<file path="config.mk">
export PLATFORM = sky130hd
export DESIGN_NAME = igs_group
export DESIGN_NICKNAME = d
export VERILOG_FILES = /design/src/core/igs_pkg.sv /design/src/core/igs_sync.sv /design/src/core/igs_group.sv
export VERILOG_INCLUDE_DIRS = /design/src /design/src/core
export SDC_FILE = /design/constraint.sdc
export NUM_CORES = 1
export LEC_CHECK = 0
export BUFFER_PORTS_ARGS = -buffer_cell sky130_fd_sc_hd__buf_2
export CAP_MARGIN = 5
export CORE_MARGIN = 4
export CORE_UTILIZATION = 46
export CTS_CLUSTER_SIZE = 8
export DETAILED_ROUTE_END_ITERATION = 16
export HOLD_SLACK_MARGIN = 0.06
export PLACE_DENSITY = 0.86
export SKIP_CTS_REPAIR_TIMING = 1
export SYNTH_ARGS = -nofsm -noshare
export SYNTH_HDL_FRONTEND = slang
export SYNTH_SLANG_ARGS = --single-unit
</file>
<file path="constraint.sdc">
create_clock -name clock -period 1 [get_ports clock]
set_input_delay 0.2 -clock clock [delete_from_list [all_inputs] [get_ports clock]]
set_output_delay 0.2 -clock clock [all_outputs]
set_load 0.005 [all_outputs]
</file>
<file path="src/core/igs_defines.svh">
// Constants of the grouped interrupt enable and status stage.
// Assumes a byte-addressed register port with 32-bit words.
//
// Contract
// - Enable register at 0xB800_2084, read/write, resets to zero.
// - Enable bit one passes the member interrupt, zero blocks it.
// - Bits 29 and 28 serve keyboard/mouse ports 1 and 0.
// - Bits 27 and 26 serve I2C lines 1 and 0.
// - Bit 23 debug transmit, bit 22 debug receive.
// - Bits 21 and 20 serve general DMA channels 1 and 0.
// - Bits 18 to 16 serve timers 4, 3 and 2.
// - Bits 9 and 8 serve the two USB host controllers.
// - Bits 2 to 0 serve the three external interrupt pins.
// - Read-only active status at 0xB800_2088, same layout, resets to zero.
// - Debug transmit status reads one while its buffer is empty.
// - Debug receive status reads one while unread data waits.
// - Writing one clears latched external pin status; self-clearing; zero does nothing.
`ifndef IGS_DEFINES_SVH
`define IGS_DEFINES_SVH

// ----------------------------------------
// Register addresses
// ----------------------------------------
`define IGS_ADDR_ENABLE 32'hb800_2084
`define IGS_ADDR_STATUS 32'hb800_2088
`define IGS_ADDR_CLEAR 32'hb800_208c
`define IGS_ADDR_EVENT 32'hb800_2090
`define IGS_ADDR_EVENT_MASK 32'hb800_2094

// ----------------------------------------
// Field positions
// ----------------------------------------
`define IGS_KBD_MOUSE_LSB 28
`define IGS_I2C_LSB 26
`define IGS_DEBUG_TX_BIT 23
`define IGS_DEBUG_RX_BIT 22
`define IGS_DMA_LSB 20
`define IGS_TIMER_LSB 16
`define IGS_USB_LSB 8
`define IGS_EXT_LSB 0

// ----------------------------------------
// Masks and reset values
// ----------------------------------------
`define IGS_VALID_MASK 32'h3cf7_0307
`define IGS_EXT_MASK 32'h0000_0007
`define IGS_RESET_WORD 32'h0000_0000

`endif

</file>
<file path="src/core/igs_pkg.sv">
// Types of the grouped interrupt enable and status stage.
// Assumes igs_defines.svh supplies all numbers.
package igs_pkg;

  // ----------------------------------------
  // Member interrupt lines from the peripherals
  // ----------------------------------------
  typedef struct packed {
    logic [1:0] keyboard_mouse_port_group;
    logic [1:0] i2c_group;
    logic debug_comm_transmit;
    logic debug_comm_receive;
    logic [1:0] general_dma_group;
    logic [2:0] timer_group;
    logic [1:0] usb_host_group;
    logic [2:0] external_pin_group_n;
  } igs_sources_t;

  // ----------------------------------------
  // Register port request
  // ----------------------------------------
  typedef struct packed {
    logic [31:0] addr;
    logic [31:0] wdata;
    logic wr;
    logic rd;
  } igs_bus_req_t;

  // ----------------------------------------
  // Gated requests per group toward the priority logic
  // ----------------------------------------
  typedef struct packed {
    logic [1:0] keyboard_mouse_port_group;
    logic [1:0] i2c_group;
    logic debug_comm_transmit;
    logic debug_comm_receive;
    logic [1:0] general_dma_group;
    logic [2:0] timer_group;
    logic [1:0] usb_host_group;
    logic [2:0] external_pin_group;
  } igs_requests_t;

endpackage : igs_pkg

</file>
<file path="src/core/igs_sync.sv">
// Two-stage synchroniser for the three external interrupt pins.
// Assumes the pins are asynchronous to clock.
`timescale 1ns/1ps
module igs_sync (
  // Clock and reset
  input wire logic clock,
  input wire logic rst_n,
  // Pins and synchronised copy
  input wire logic [2:0] pin_n,
  output logic [2:0] pin_sync_n
);
  import igs_pkg::*;

  typedef struct packed {
    logic [2:0] stage1;
    logic [2:0] stage2;
  } igs_sync_state_t;

  igs_sync_state_t state;
  igs_sync_state_t next_state;

  // Stage one feeds stage two only; idle pins are high
  always_comb begin
    next_state = state;
    next_state.stage1 = pin_n;
    next_state.stage2 = state.stage1;
  end

  always_ff @(posedge clock or negedge rst_n) begin
    if (!rst_n) begin
      state <= {2{3'h7}};
    end else begin
      state <= next_state;
    end
  end

  assign pin_sync_n = state.stage2;

endmodule : igs_sync

</file>
<file path="src/core/igs_group.sv">
// Grouped interrupt enable and active status stage.
// Assumes peripheral lines are synchronous to clock, pins are not,
// and a plain register port with read data one cycle after the strobe.
//
// Added by the designer: the strobed register port.
`timescale 1ns/1ps
`include "igs_defines.svh"
module igs_group (
  // Clock and reset
  input wire logic clock,
  input wire logic rst_n,
  // Register port
  input wire igs_pkg::igs_bus_req_t bus_req,
  output logic [31:0] bus_rdata,
  // Member lines from the peripherals
  input wire igs_pkg::igs_sources_t sources,
  // Gated member requests toward the priority logic
  output igs_pkg::igs_requests_t requests,
  output logic [31:0] request_word,
  // Summary interrupt
  output logic irq
);
  import igs_pkg::*;

  // ----------------------------------------
  // State
  // ----------------------------------------
  typedef struct packed {
    logic [31:0] enable;
    logic [31:0] status;
    logic [31:0] request;
    logic [31:0] event_flags;
    logic [31:0] event_mask;
    logic [2:0] ext_latch;
    logic [31:0] rdata;
  } igs_group_state_t;

  igs_group_state_t state;
  igs_group_state_t next_state;

  logic [2:0] ext_sync_n;
  logic [31:0] raw_active;
  logic [31:0] next_request;
  logic [31:0] rising;
  logic [2:0] ext_clear;
  logic wr_enable;
  logic wr_clear;
  logic wr_event;
  logic wr_mask;

  // ----------------------------------------
  // Helpers
  // ----------------------------------------

  // Address compare shared by every register strobe
  function automatic logic igs_hit(input logic [31:0] addr, input logic [31:0] target);
    igs_hit = (addr == target);
  endfunction : igs_hit

  // ----------------------------------------
  // Pin synchroniser
  // ----------------------------------------
  igs_sync u_sync (
    .clock(clock),
    .rst_n(rst_n),
    .pin_n(sources.external_pin_group_n),
    .pin_sync_n(ext_sync_n)
  );

  // ----------------------------------------
  // Write decode
  // ----------------------------------------
  // enable register select
  assign wr_enable = bus_req.wr && igs_hit(bus_req.addr, `IGS_ADDR_ENABLE);
  assign wr_clear = bus_req.wr && igs_hit(bus_req.addr, `IGS_ADDR_CLEAR);
  assign wr_event = bus_req.wr && igs_hit(bus_req.addr, `IGS_ADDR_EVENT);
  assign wr_mask = bus_req.wr && igs_hit(bus_req.addr, `IGS_ADDR_EVENT_MASK);

  // write one clears
  // Only ones act; the clear word itself is never stored, so it reads zero
  assign ext_clear = wr_clear ? bus_req.wdata[2:0] : 3'h0;

  // ----------------------------------------
  // Raw member activity in register layout
  // ----------------------------------------
  // Reserved positions stay zero so status never shows them
  always_comb begin
    raw_active = `IGS_RESET_WORD;
    raw_active[`IGS_KBD_MOUSE_LSB +: 2] = sources.keyboard_mouse_port_group;
    raw_active[`IGS_I2C_LSB +: 2] = sources.i2c_group;
    // debug members at bits 23 and 22
    raw_active[`IGS_DEBUG_TX_BIT] = sources.debug_comm_transmit;
    raw_active[`IGS_DEBUG_RX_BIT] = sources.debug_comm_receive;
    raw_active[`IGS_DMA_LSB +: 2] = sources.general_dma_group;
    raw_active[`IGS_TIMER_LSB +: 3] = sources.timer_group;
    raw_active[`IGS_USB_LSB +: 2] = sources.usb_host_group;
    raw_active[`IGS_EXT_LSB +: 3] = state.ext_latch;
  end

  // enable gating
  // Gate uses the enable already held, so a write acts one cycle later
  assign next_request = raw_active & state.enable;

  // New requests raise event flags
  assign rising = next_request & ~state.request;

  // ----------------------------------------
  // Next state
  // ----------------------------------------
  always_comb begin
    next_state = state;

    // latch low pins
    // A low pin sets its latch; a set in the clear cycle wins
    for (int i = 0; i < 3; i++) begin
      if (!ext_sync_n[i]) begin
        next_state.ext_latch[i] = 1'b1;
      end else if (ext_clear[i]) begin
        next_state.ext_latch[i] = 1'b0;
      end
    end

    if (wr_enable) begin
      next_state.enable = bus_req.wdata & `IGS_VALID_MASK;
    end

    next_state.status = raw_active;
    next_state.request = next_request;

    // Event flags: write one to clear, a new request wins
    for (int b = 0; b < 32; b++) begin
      if (rising[b]) begin
        next_state.event_flags[b] = 1'b1;
      end else if (wr_event && bus_req.wdata[b]) begin
        next_state.event_flags[b] = 1'b0;
      end
    end

    if (wr_mask) begin
      next_state.event_mask = bus_req.wdata & `IGS_VALID_MASK;
    end

    // Read data stands one cycle only; zero outside read cycles
    next_state.rdata = `IGS_RESET_WORD;
    if (bus_req.rd) begin
      case (1'b1)
        igs_hit(bus_req.addr, `IGS_ADDR_ENABLE): begin
          next_state.rdata = state.enable;
        end
        igs_hit(bus_req.addr, `IGS_ADDR_STATUS): begin
          next_state.rdata = state.status;
        end
        igs_hit(bus_req.addr, `IGS_ADDR_CLEAR): begin
          next_state.rdata = `IGS_RESET_WORD;
        end
        igs_hit(bus_req.addr, `IGS_ADDR_EVENT): begin
          next_state.rdata = state.event_flags;
        end
        igs_hit(bus_req.addr, `IGS_ADDR_EVENT_MASK): begin
          next_state.rdata = state.event_mask;
        end
        // Unmapped addresses read zero
        default: begin
          next_state.rdata = `IGS_RESET_WORD;
        end
      endcase
    end
  end

  // ----------------------------------------
  // Registers
  // ----------------------------------------
  // everything disabled after reset
  always_ff @(posedge clock or negedge rst_n) begin
    if (!rst_n) begin
      state.enable <= `IGS_RESET_WORD;
      state.status <= `IGS_RESET_WORD;
      state.request <= `IGS_RESET_WORD;
      state.event_flags <= `IGS_RESET_WORD;
      state.event_mask <= `IGS_RESET_WORD;
      state.ext_latch <= 3'h0;
      state.rdata <= `IGS_RESET_WORD;
    end else begin
      state <= next_state;
    end
  end

  // ----------------------------------------
  // Outputs
  // ----------------------------------------
  assign bus_rdata = state.rdata;
  assign request_word = state.request;

  assign requests.keyboard_mouse_port_group = state.request[`IGS_KBD_MOUSE_LSB +: 2];
  assign requests.i2c_group = state.request[`IGS_I2C_LSB +: 2];
  assign requests.debug_comm_transmit = state.request[`IGS_DEBUG_TX_BIT];
  assign requests.debug_comm_receive = state.request[`IGS_DEBUG_RX_BIT];
  assign requests.general_dma_group = state.request[`IGS_DMA_LSB +: 2];
  assign requests.timer_group = state.request[`IGS_TIMER_LSB +: 3];
  assign requests.usb_host_group = state.request[`IGS_USB_LSB +: 2];
  assign requests.external_pin_group = state.request[`IGS_EXT_LSB +: 3];

  // Level interrupt while any unmasked event flag stands
  assign irq = |(state.event_flags & state.event_mask);

endmodule : igs_group

</file>
==> results.yml <==
clocking:
  cts_buffer_depth: 2
  cts.clk_slew.worst_paths_ns: 0.11
  clock_tree.htree_level_count: 3
  cts_tree: "built"
  clock_tree.root_cell: "sky130_fd_sc_hd__clkbuf_8"
  tritoncts.num_buffers: 9
  clock-sinks: 105
  clock_insertion_delay_worst_skew_ns: 0.38
timing:
  grt_setup_unrepaired: "yes"
  timing.final.crit_period_ns: 1.833
  drv_slew: 0
  report.final.hold_viol_count: 0
  fin_crit_sh_pct: 183.3
  setup_violations: 116
  skew_ns: 0.005004
  setup_total_negative_slack_ns: -35.53
  postLayoutSetupSlackWorst_ns: -0.8334
  maxClockFrequency_ghz: 0.5454
synth:
  yosysWarningCount: 0
  yosys_most_used_dff: "sky130_fd_sc_hd__dfrtp_1"
  synthTopCellsByArea: "sky130_fd_sc_hd__dfrtp_1, sky130_fd_sc_hd__buf_4, sky130_fd_sc_hd__nand2_1"
  yosys-top-cells-count: "sky130_fd_sc_hd__dfrtp_1, sky130_fd_sc_hd__nand2_1, sky130_fd_sc_hd__buf_4"
  syn_inst: 476
  synth.avg_cell_area_sq_um: 10.40
  synth_largest_area_cell: "sky130_fd_sc_hd__dfrtp_1"
  synth.ff_latch_count: 105
  synth_cell_types: 33
  post_synth_edffs: 0
  synth_top_area_share_pct: 50.05
  synth_sequential_area_ratio_pct: 53.24
  async_sr_flop_fraction_pct: 100.0
  syn-cell-area_sq_um: 4950
  synth.most_common_cell: "sky130_fd_sc_hd__dfrtp_1"
critical_path:
  timing.critical_path.from_type: "flip-flop"
  timing.critical_path.slowest_cell_delay_ns: 0.41
  worst_path_max_delay_cell: "sky130_fd_sc_hd__dfrtp_1"
  worst_path_fanout_max: 2
  timing.critical_path.cells: "a22o_1, a221oi_2, nand4_1, buf_2"
  setup.worst_path.end_class: "primary output"
  timing.setup.critical_path_class: "reg -> out"
  cp_data_arrival_time_ns: 1.63
  critical_path.top_delay_family: "compound AO/OA/AOI/OAI gates"
  buf_inv_on_cp: 1
  critical_path_rt_ns: 0.80
run:
  maxcap_violations: 0
status:
  outcome: "complete, but fails checks"
  violations: "setup timing"
floorplanning:
  die_y_microns: 111.7
  fp.dieW_microns: 111.7
  ioPinCount: 165
  rows: 37
  coreArea_sq_um: 10420
  design.die.area_sq_um: 12480
  start_util_pct: 47.52
grt:
  grt_util_met2_pct: 32.33
  first_global_vias: 3878
  grtUsageMet3_pct: 4.348
  global_route.peak_usage_layer: "met2"
  grt.overflow.total: 0
  met1_usage_in_global_routing_pct: 24.06
  grt_antenna_before_repair: 0
  track_usage_pct: 19.37
  grt_first_pass_wirelength_microns: 19230
  maximum_number_of_pins_on_one_net_before_global_route_repair: 34
placed_design:
  postPlaceCellArea_sq_um: 5776
  numPortBuffers: 116
  detailedPlace.worstSlack_ns: -0.9768
  gp_congestion: 0.8285
  dpl.hpwl_microns: 9060
worst_hold_path:
  hp-class: "in -> reg"
power:
  power_density_nw_per_um2: 1093
  combPwrFrac_pct: 8.1
  peakVddDrop_mv: 0.7297
  p_clk_share_pct: 33.6
  total_leakage_power_nw: 3.675
  power_frac_seq_pct: 58.4
  total_power_w: 0.007371
  p_switching_w: 0.001881
  cellInternalPower_w: 0.005490
  power.switching_fraction_pct: 25.52
drt:
  route.detailed.vias_per_inst: 5.325
  drc: 0
  route.vias.total: 4042
  total_wirelength_microns: 14050
  drt-initial-drc-count: 279
  antenna_left: 0
  drt-pass1-iter-count: 6
  post_drt_wl_per_cell_microns: 18.52
cells_and_area:
  syn2layout_area_growth_pct: 36.20
  finalCoreUtilization_pct: 64.72
  drive_gt1_share_pct: 46.30
  fin_nets: 701
  postLayoutCellArea_sq_um: 6741
  layout.filler_cells: 763
[power by group through the flow]
| stage | sequential, W | combinational (W) | clock, W |
|---|---|---|---|
| global placement | 0.00438 | 0.000477 | 0 |
| global route | 0.00431 | 0.000650 | 0.00268 |
| floorplan | 0.00438 | 0.000226 | 0 |
| CTS | 0.00430 | 0.000497 | 0.00250 |
| finish | 0.00430 | 0.000596 | 0.00247 |
| detailed placement | 0.00438 | 0.000496 | 0 |
[metal layers]
layer	vias up	wire (microns)	part of all wire (%)
li1	1797	-	-
met1	1984	5286	38
met2	220	7217	51
met3	41	1042	7.4
met4	0	507	3.6
met5	-	0	0
[worst paths after layout]
kind	start	endpoint	slack, ns	cells after the start
max in group asynchronous	rst_n	request_word[18]	0.24	3
min	bus_req[23]	state[184]	0.07	2
min reg2reg	u_sync.next_state[0]	u_sync.pin_sync_n[0]	0.36	0
max reg2reg	state[90]	bus_rdata[23]	-0.17	4
min in group asynchronous	rst_n	state[132]	0.29	2
max	state[56]	irq	-0.83	4
[kinds of logic after synthesis]
family	Yosys count	share of synthesized area, %
AO/OA/AOI/OAI	59	8.418
other	1	0.07576
flip-flops	105	53.24
AND/OR/NAND/NOR	141	13.47
buffers and inverters	138	16.76
multiplexers	32	8.038
[sequential cells by signal, indices dropped and copies added, names as in the netlist]
name               cells
u_sync.next_state      3
bus_rdata             16
request_word          16
u_sync.pin_sync_n      3
state                 64
next_state             3
[through the flow]
stage / hold WS [ns] / cells
after global placement: 0.1432 / 702
after floorplan: -0.09559 / 507
after detailed placement: 0.1454 / 702
after CTS: -0.2673 / 718
after global routing: 0.07325 / 758
final: 0.07372 / 759
[layout by cell type, fill, tap and decap left out, drive strengths merged, types with 3 or more instances in the layout]
master,n
a22o,4
a221oi,4
a311oi,16
dfstp,6
nor2,17
nand2,87
dfrtp,99
buf,183
o41ai,3
conb,32
clkbuf,12
clkinv,3
dlygate4sd3,17
inv,37
o22ai,16
mux2,32
o21ai,16
nor4,19
[cell type report]
| cell class | instances | area [sq um] | area share (%) |
|---|---|---|---|
| Clock buffer | 10 | 127.6 | 1.893 |
| Tap cell | 136 | 170.2 | 2.524 |
| Clock inverter | 6 | 51.30 | 0.7609 |
| Sequential cell | 105 | 2635 | 39.09 |
| Antenna cell | 1 | 2.502 | 0.03712 |
| Inverter | 35 | 131.4 | 1.949 |
| Multi-Input combinational cell | 264 | 2131 | 31.61 |
| Timing Repair Buffer | 202 | 1493 | 22.14 |
[worst register-to-register path: stages (launching register included)]
cell,delay [ns]
sky130_fd_sc_hd__dfrtp_1,0.39
sky130_fd_sc_hd__inv_1,0.08
sky130_fd_sc_hd__o21ai_0,0.17
sky130_fd_sc_hd__nand2_1,0.09
sky130_fd_sc_hd__a311oi_2,0.33
Note: power is estimated with default switching activity, not from simulation.
